==> src/pwc_regs.svh <==
/*
  Timing constants for the host-side controller of an 8K x 8 parallel EEPROM.
  Assumes a 40 MHz system clock; every count is a time divided by the clock period.
*/
`ifndef PWC_REGS_SVH
`define PWC_REGS_SVH
`define PWC_CLK_PERIOD_PS      25000
`define PWC_ADDR_W             13
`define PWC_DATA_W             8
`define PWC_PAGE_LSB           5
`define PWC_PAGE_BYTES         32
`define PWC_POLL_BIT           7
`define PWC_ACCESS_NS          150
`define PWC_ACCESS_CYC         ((`PWC_ACCESS_NS * 1000 + `PWC_CLK_PERIOD_PS - 1) / `PWC_CLK_PERIOD_PS)
`define PWC_WP_NS              110
`define PWC_WP_CYC             ((`PWC_WP_NS * 1000 + `PWC_CLK_PERIOD_PS - 1) / `PWC_CLK_PERIOD_PS)
`define PWC_HZ_NS              50
`define PWC_HZ_CYC             ((`PWC_HZ_NS * 1000 + `PWC_CLK_PERIOD_PS - 1) / `PWC_CLK_PERIOD_PS)
`define PWC_BLC_MIN_NS         50
`define PWC_BLC_MIN_CYC        ((`PWC_BLC_MIN_NS * 1000 + `PWC_CLK_PERIOD_PS - 1) / `PWC_CLK_PERIOD_PS)
`define PWC_BLC_MAX_US         100
`define PWC_BLC_MAX_CYC        ((`PWC_BLC_MAX_US * 1000000) / `PWC_CLK_PERIOD_PS)
`define PWC_INIT_MAX_MS        10
`define PWC_INIT_CYC           ((`PWC_INIT_MAX_MS * 1000000) / (`PWC_CLK_PERIOD_PS / 1000))
`define PWC_WC_MAX_MS          5
`define PWC_WC_CYC             ((`PWC_WC_MAX_MS * 1000000) / (`PWC_CLK_PERIOD_PS / 1000))
`endif

==> src/pwc_pkg.sv <==
/*
  Types for the host-side parallel EEPROM controller.
  Assumes pwc_regs.svh supplies the widths.
*/
`include "pwc_regs.svh"
package pwc_pkg;
  typedef logic [`PWC_ADDR_W-1:0] pwc_addr_type;
  typedef logic [`PWC_DATA_W-1:0] pwc_data_type;
  typedef enum logic [3:0] {
    PWC_INIT  = 4'h0,
    PWC_IDLE  = 4'h1,
    PWC_RD    = 4'h3,
    PWC_RDHZ  = 4'h2,
    PWC_WLOW  = 4'h6,
    PWC_WHIGH = 4'h7,
    PWC_WAIT  = 4'h5,
    PWC_POLL  = 4'h4,
    PWC_PHZ   = 4'hc
  } pwc_state_type;
endpackage

==> src/pwc_tmr_if.sv <==
/*
  Interface between the controller and its interval timer.
  Assumes one clock shared by both ends.
*/
`timescale 1ns/1ps
interface pwc_tmr_if;
  logic        load;
  logic [31:0] count;
  logic        done;
  modport ctl (output load, output count, input done);
  modport tmr (input load, input count, output done);
endinterface

==> src/pwc_timer.sv <==
/*
  Down-counting interval timer used for strobe, access, float and power-up timing; the load window and program budget count in wait_ff.
  Assumes load is a one-cycle pulse with the cycle count to wait.
*/
`timescale 1ns/1ps
module pwc_timer (
  input  wire logic clk_sys_in,
  input  wire logic rst_in,
  pwc_tmr_if.tmr    tmr
);
  logic [31:0] cnt_ff;

  always_ff @(posedge clk_sys_in) begin
    if (rst_in) begin
      cnt_ff <= 32'h0;
    end else if (tmr.load) begin
      cnt_ff <= tmr.count;
    end else if (cnt_ff != 32'h0) begin
      cnt_ff <= cnt_ff - 32'h1;
    end
  end

  assign tmr.done = (cnt_ff == 32'h0);
endmodule

==> src/pwc_ctrl.sv <==
/*
  Host controller that drives an 8K x 8 parallel EEPROM through its pins.
  Assumes the memory pins are synchronous to clk_sys_in and the data bus is
  resolved outside from the output enable.
*/
`timescale 1ns/1ps
`include "pwc_regs.svh"
module pwc_ctrl
  import pwc_pkg::*;
#(
  parameter int unsigned INIT_CYC = `PWC_INIT_CYC,
  parameter int unsigned WC_CYC   = `PWC_WC_CYC,
  parameter int unsigned BLC_CYC  = `PWC_BLC_MAX_CYC
) (
  input  wire logic             clk_sys_in,
  input  wire logic             rst_in,
  input  wire logic             req_valid_in,
  input  wire logic             req_write_in,
  input  wire logic             req_last_in,
  input  wire pwc_pkg::pwc_addr_type req_addr_in,
  input  wire pwc_pkg::pwc_data_type req_wdata_in,
  output logic                  req_ready_out,
  output logic                  rd_valid_out,
  output pwc_pkg::pwc_data_type rd_data_out,
  output logic                  wr_done_out,
  output logic                  busy_out,
  output logic                  mem_ce_n_out,
  output logic                  mem_we_n_out,
  output logic                  mem_oe_n_out,
  output pwc_pkg::pwc_addr_type mem_addr_out,
  output pwc_pkg::pwc_data_type mem_data_out,
  output logic                  mem_data_oe_out,
  input  wire pwc_pkg::pwc_data_type mem_data_in
);
  import pwc_pkg::*;

  localparam logic [31:0] WP_CYC  = 32'(`PWC_WP_CYC);
  localparam logic [31:0] ACC_CYC = 32'(`PWC_ACCESS_CYC);
  localparam logic [31:0] HZ_CYC  = 32'(`PWC_HZ_CYC);
  localparam logic [31:0] BMIN    = 32'(`PWC_BLC_MIN_CYC);

  pwc_state_type state_ff;
  pwc_state_type nxt_state;
  pwc_addr_type  addr_ff;
  pwc_data_type  wdata_ff;
  pwc_data_type  rdata_ff;
  pwc_data_type  last_data_ff;
  pwc_addr_type  last_addr_ff;
  logic [`PWC_ADDR_W-`PWC_PAGE_LSB-1:0] page_ff;
  logic          page_open_ff;
  logic          last_ff;
  logic          rd_valid_ff;
  logic          wr_done_ff;
  logic          lockout_ff;
  logic [31:0]   wait_ff;

  pwc_tmr_if tif ();

  pwc_timer pwc_timer_inst (
    .clk_sys_in (clk_sys_in),
    .rst_in     (rst_in),
    .tmr        (tif)
  );

  // A load is accepted only while idle, after lockout, and within the open page.
  assign req_ready_out = (state_ff == PWC_IDLE) && !lockout_ff && tif.done &&
                         (!req_write_in || !page_open_ff ||
                          req_addr_in[`PWC_ADDR_W-1:`PWC_PAGE_LSB] == page_ff);
  wire take = req_valid_in && req_ready_out;

  // Sequencer for read, byte-load and completion polling.
  always_comb begin
    nxt_state = state_ff;
    tif.load  = 1'b0;
    tif.count = 32'h0;
    unique case (state_ff)
      PWC_INIT: begin
        if (lockout_ff && wait_ff == 32'(INIT_CYC)) begin
          tif.load  = 1'b1;
          tif.count = 32'(INIT_CYC);
        end else if (tif.done) begin
          nxt_state = PWC_IDLE;
        end
      end
      PWC_IDLE: begin
        if (take) begin
          tif.load  = 1'b1;
          tif.count = req_write_in ? WP_CYC : ACC_CYC;
          nxt_state = req_write_in ? PWC_WLOW : PWC_RD;
        end else if (page_open_ff && wait_ff == 32'h0) begin
          tif.load  = 1'b1;
          tif.count = HZ_CYC;
          nxt_state = PWC_WAIT;
        end
      end
      PWC_RD: begin
        if (tif.done) begin
          tif.load  = 1'b1;
          tif.count = HZ_CYC;
          nxt_state = PWC_RDHZ;
        end
      end
      PWC_RDHZ: begin
        if (tif.done) begin
          nxt_state = PWC_IDLE;
        end
      end
      PWC_WLOW: begin
        if (tif.done) begin
          tif.load  = 1'b1;
          tif.count = BMIN;
          nxt_state = PWC_WHIGH;
        end
      end
      PWC_WHIGH: begin
        if (tif.done) begin
          nxt_state = PWC_IDLE;
        end
      end
      PWC_WAIT: begin
        if (tif.done) begin
          tif.load  = 1'b1;
          tif.count = ACC_CYC;
          nxt_state = PWC_POLL;
        end
      end
      PWC_POLL: begin
        if (tif.done) begin
          tif.load  = 1'b1;
          tif.count = HZ_CYC;
          nxt_state = PWC_PHZ;
        end
      end
      PWC_PHZ: begin
        if (tif.done) begin
          nxt_state = (rdata_ff[`PWC_POLL_BIT] == last_data_ff[`PWC_POLL_BIT] ||
                       wait_ff == 32'h0) ? PWC_IDLE : PWC_WAIT;
          if (nxt_state == PWC_WAIT) begin
            tif.load  = 1'b1;
            tif.count = HZ_CYC;
          end
        end
      end
      default: begin
        nxt_state = PWC_INIT;
      end
    endcase
  end

  always_ff @(posedge clk_sys_in) begin
    if (rst_in) begin
      state_ff <= PWC_INIT;
    end else begin
      state_ff <= nxt_state;
    end
  end

  // Lockout flag clears once the power-up wait has run out.
  always_ff @(posedge clk_sys_in) begin
    if (rst_in) begin
      lockout_ff <= 1'b1;
    end else if (state_ff == PWC_INIT && tif.done && !tif.load) begin
      lockout_ff <= 1'b0;
    end
  end

  // Window counter: load window while a page is open, program budget while polling.
  always_ff @(posedge clk_sys_in) begin
    if (rst_in) begin
      wait_ff <= 32'(INIT_CYC);
    end else if (state_ff == PWC_INIT) begin
      wait_ff <= 32'h0;
    end else if (state_ff == PWC_WHIGH && nxt_state == PWC_IDLE) begin
      wait_ff <= last_ff ? 32'h0 : 32'(BLC_CYC) - 32'(`PWC_BLC_MIN_CYC);
    end else if (state_ff == PWC_IDLE && nxt_state == PWC_WAIT) begin
      wait_ff <= 32'(WC_CYC) + 32'(BLC_CYC);
    end else if (wait_ff != 32'h0 && state_ff != PWC_WLOW) begin
      wait_ff <= wait_ff - 32'h1;
    end
  end

  // Latches the accepted request and tracks the open page.
  always_ff @(posedge clk_sys_in) begin
    if (rst_in) begin
      addr_ff      <= '0;
      wdata_ff     <= '0;
      last_addr_ff <= '0;
      last_data_ff <= '0;
      page_ff      <= '0;
      page_open_ff <= 1'b0;
      last_ff      <= 1'b0;
    end else if (take) begin
      addr_ff  <= req_addr_in;
      wdata_ff <= req_wdata_in;
      if (req_write_in) begin
        last_addr_ff <= req_addr_in;
        last_data_ff <= req_wdata_in;
        page_ff      <= req_addr_in[`PWC_ADDR_W-1:`PWC_PAGE_LSB];
        page_open_ff <= 1'b1;
        last_ff      <= req_last_in;
      end
    end else if (nxt_state == PWC_WAIT && state_ff == PWC_IDLE) begin
      page_open_ff <= 1'b0;
      addr_ff      <= last_addr_ff;
    end
  end

  // Captures read data at the end of the access time.
  always_ff @(posedge clk_sys_in) begin
    if (rst_in) begin
      rdata_ff    <= '0;
      rd_valid_ff <= 1'b0;
      wr_done_ff  <= 1'b0;
    end else begin
      rd_valid_ff <= state_ff == PWC_RD && tif.done;
      wr_done_ff  <= state_ff == PWC_PHZ && nxt_state == PWC_IDLE;
      if ((state_ff == PWC_RD || state_ff == PWC_POLL) && tif.done) begin
        rdata_ff <= mem_data_in;
      end
    end
  end

  assign rd_valid_out    = rd_valid_ff;
  assign rd_data_out     = rdata_ff;
  assign wr_done_out     = wr_done_ff;
  assign busy_out        = !(state_ff == PWC_IDLE) || page_open_ff;
  assign mem_addr_out    = addr_ff;
  assign mem_data_out    = wdata_ff;
  assign mem_ce_n_out    = !(state_ff == PWC_RD || state_ff == PWC_WLOW || state_ff == PWC_POLL);
  assign mem_we_n_out    = !(state_ff == PWC_WLOW);
  assign mem_oe_n_out    = !(state_ff == PWC_RD || state_ff == PWC_POLL);
  assign mem_data_oe_out = state_ff == PWC_WLOW || state_ff == PWC_WHIGH;
endmodule

==> config.mk <==
export PLATFORM = sky130hd
export DESIGN_NAME = pwc_ctrl
export DESIGN_NICKNAME = d
export VERILOG_FILES = /design/src/pwc_pkg.sv /design/src/pwc_tmr_if.sv /design/src/pwc_timer.sv /design/src/pwc_ctrl.sv
export VERILOG_INCLUDE_DIRS = /design/src
export SDC_FILE = /design/constraint.sdc
export NUM_CORES = 1
export LEC_CHECK = 0
export BUFFER_PORTS_ARGS = -buffer_cell sky130_fd_sc_hd__buf_2
export CORE_MARGIN = 5
export CORE_UTILIZATION = 57
export CTS_CLUSTER_SIZE = 30
export DETAILED_ROUTE_END_ITERATION = 6
export HOLD_SLACK_MARGIN = 0.06
export PLACE_DENSITY_LB_ADDON = 0.2
export SETUP_SLACK_MARGIN = 0.02
export SKIP_CTS_REPAIR_TIMING = 1
export SLEW_MARGIN = 25
export SYNTH_ARGS = -nofsm -noshare
export SYNTH_HDL_FRONTEND = slang
export SYNTH_HIERARCHICAL = 1
export SYNTH_SLANG_ARGS = --single-unit
==> constraint.sdc <==
create_clock -name clk_sys_in -period 11.1 [get_ports clk_sys_in]
set_clock_uncertainty 0.2 [all_clocks]
set_input_delay 2.22 -clock clk_sys_in [delete_from_list [all_inputs] [get_ports clk_sys_in]]
set_output_delay 2.22 -clock clk_sys_in [all_outputs]
set_load 0.01 [all_outputs]
==> metrics.yaml <==
outcome: "complete, no violations"
setup_violations: 0
crit_type: "register to output port"
routedWlPerCell_microns: 15.33
path_clk_slew_ns: 0.06
grt_pass1_vias: 5267
leakagePower_nw: 2.959
yosysWarningCount: 6
crit_chain: "inv_1 > ha_1 > or4b_2 > nor3_2 > nand3_2 > clkinv_2 > nand2b_1 > nor4_1 > nor2b_1 > buf_2"
slowest_delay_ns: 0.69
r2r_start: "pwc_timer_inst/cnt_ff[0]"
yosys-top-cells-area: "dfxtp_1 39%, nor2_1 6.4%, nand2_1 5.4%, mux2i_1 5.1%, a21oi_1 4.7%"
hold_violations: 0
io_pins: 71
diodes: 0
finalWeightedCongestion: 0.8612
post-route-period-util_pct: 55.71
maxCapViolCount: 0
max_slew_margin_pct: 39.91
grt_overflow: 0
placed_area_sq_mm: 0.006399
path_buf_inv: 3
start_util_pct: 58.07
root_buffer: "clkbuf_8"
die_h_microns: 112.1
synthDistinctLibCells: 71
grt_usage_pct: 23.62
synth_edf_count: 0
tightestPinTransition_ns: 0.9014
syn_area_sq_mm: 0.005941
nets: 825
routed_via_density: 5.722
cp_max_fo: 19
cpLargestDelayFamily: "simple AND/OR/NAND/NOR gates"
netlist_top_cells_count: "116 x dfxtp_1, 102 x nor2_1, 86 x nand2_1"
cts_tree: "built"
insertion_delay_ns: 0.53
yosys_register_bits: 116
yosysTopAreaCell: "dfxtp_1"
rsz0062_at_grt: "no"
grt_max_degree: 77
ctsLongestPathBuffers: 2
cp-start-kind: "register"
required_ns: 8.68
min-delay-start: "last_addr_ff[1]"
ys_async_sr_fraction_pct: 0
cts_max_level: 4
antenna_found_initial: 0
synthFlopType: "dfxtp_1"
fmax_mhz: 161.7
peakVddDrop_uv: 155.6
ant_nets: 0
crit_start: "pwc_timer_inst/cnt_ff[0]"
core.rowCount: 37
first_pass_iters: 5
synth.top_cell.area_share_pct: 39.09
die_w_microns: 112.1
drcViolationCount: 0
grt_pass1_wl_microns: 24360
critPathSlowestCell: "or4b_2"
power_mw: 1.715
setup_ws_ns: 4.916
p_per_area_mw_per_mm2: 245.0
area_delta_synth_final_pct: 17.86
vias: 5356
die_area_sq_mm: 0.01256
drive_above_1_share_pct: 17.38
endpoint_kind: "output port"
stdcell_area_sq_mm: 0.007002
min_path_type: "register to register"
netlist_instances: 709
synth.avg_cell_area_sq_um: 8.379
drt_wl_total_microns: 14350
cts_made_buffers: 17
tns_ns: 0
yosysMostFrequentCell: "dfxtp_1"
cp.arrival_ns: 3.76
hpwl_microns: 9754
min_period_ns: 6.184
core-area_sq_mm: 0.01023
final-max-slew-violation-count: 0
place_ws_ns: 5.178
synth.yosys.seq_area_share_pct: 39.09
clock_sinks: 116
port_buffers: 70
drtIter0Drc: 505
## area by class of cell
cell class                      instances  area [sq um]
Fill cell                             845          3229
Clock buffer                           21         449.2
Clock inverter                          9         153.9
Timing Repair Buffer                   72         365.4
Multi-Input combinational cell        569          3491
Inverter                               13         50.05
Sequential cell                       116          2322
Tap cell                              136         170.2
## where the power goes
group	switching (mW)	internal (mW)	leakage, nW	total (mW)
combinational	0.352	0.242	1.73	0.595
clock	0.190	0.373	0.290	0.563
sequential	0.0744	0.484	0.941	0.558
total	0.616	1.10	2.96	1.72
## layout by cell type, fill, tap and decap left out, drive strengths merged, types with 2 or more instances in the layout
master	synthesis	layout
nand4b	7	7
nand2b	10	10
clkinv	2	5
or4b	5	5
o31ai	4	4
a311oi	2	2
nand3	18	18
or4	14	14
conb	1	23
a21o	2	2
clkinvlp	0	2
nor2	102	102
a31oi	2	2
xor2	29	29
and2	4	4
nand2	88	88
o21ai	27	27
or3	9	9
nand3b	5	5
a211o	3	3
buf	13	72
or2	3	3
ha	2	2
clkbuf	20	21
a211oi	4	4
o21a	2	2
nand4	12	12
bufinv	0	4
nor4	25	25
a21oi	56	56
xnor2	31	31
o211a	7	7
dfxtp	116	116
inv	11	11
nor3	16	16
mux2i	30	30
mux2	2	2
nor2b	9	9
## sequential cells by signal, indices dropped and copies added (netlist names)
name                   flops
state_ff                   4
page_open_ff               1
rd_data_out                8
rd_valid_out               1
last_ff                    1
lockout_ff                 1
pwc_timer_inst/cnt_ff     32
mem_data_out               8
wr_done_out                1
wait_ff                   32
last_data_ff               1
last_addr_ff              13
mem_addr_out              13
## worst reg2reg max path, cell delays in order, from the launching register on
cell      delay (ns)
dfxtp_1         0.34
inv_1           0.09
ha_1            0.20
or4b_2          0.69
nor3_2          0.51
nand3_2         0.26
clkinv_2        0.28
inv_1           0.14
or4b_1          0.57
o21ai_1         0.12
or4b_1          0.74
clkinv_1        0.51
a21oi_1         0.66
o211a_1         0.26
## path summary, 6_finish.rpt
kind         slack (ns)  cells after the start                   endpoint
max reg2reg        5.48                     13  pwc_timer_inst/cnt_ff[28]
min                0.25                      2            last_addr_ff[1]
min reg2reg        0.25                      2            last_addr_ff[1]
max                4.92                     10              req_ready_out
## metal layers
| metal | wire length (microns) | global-route usage, % | share of wire (%) | up-vias |
|---|---|---|---|---|
| met1 | 5992 | 27.11 | 42 | 2531 |
| met3 | 780 | 8.086 | 5.4 | 33 |
| li1 | - | - | - | 2633 |
| met5 | 0 | 0 | 0 | - |
| met4 | 320 | 9.295 | 2.2 | 0 |
| met2 | 7253 | 40.44 | 51 | 159 |
## metrics by stage
stage	util, %	hold slack, ns	cells
final	68.44	0.2545	936
after global placement	62.52	0.2407	906
after global routing	68.44	0.2866	936
after CTS	68.44	0.2542	936
after floorplan	-	0.2357	731
after detailed placement	62.54	0.2463	906
## cell families after synthesis
family          synth area share (%)
simple gates                   29.51
buf+inv                        3.622
compound gates                 12.85
mux                            5.434
xor+xnor                       8.846
flops                          39.09
other cells                  0.06312
fa+ha+maj                     0.5897
Note: power is estimated with default switching activity, not from simulation.
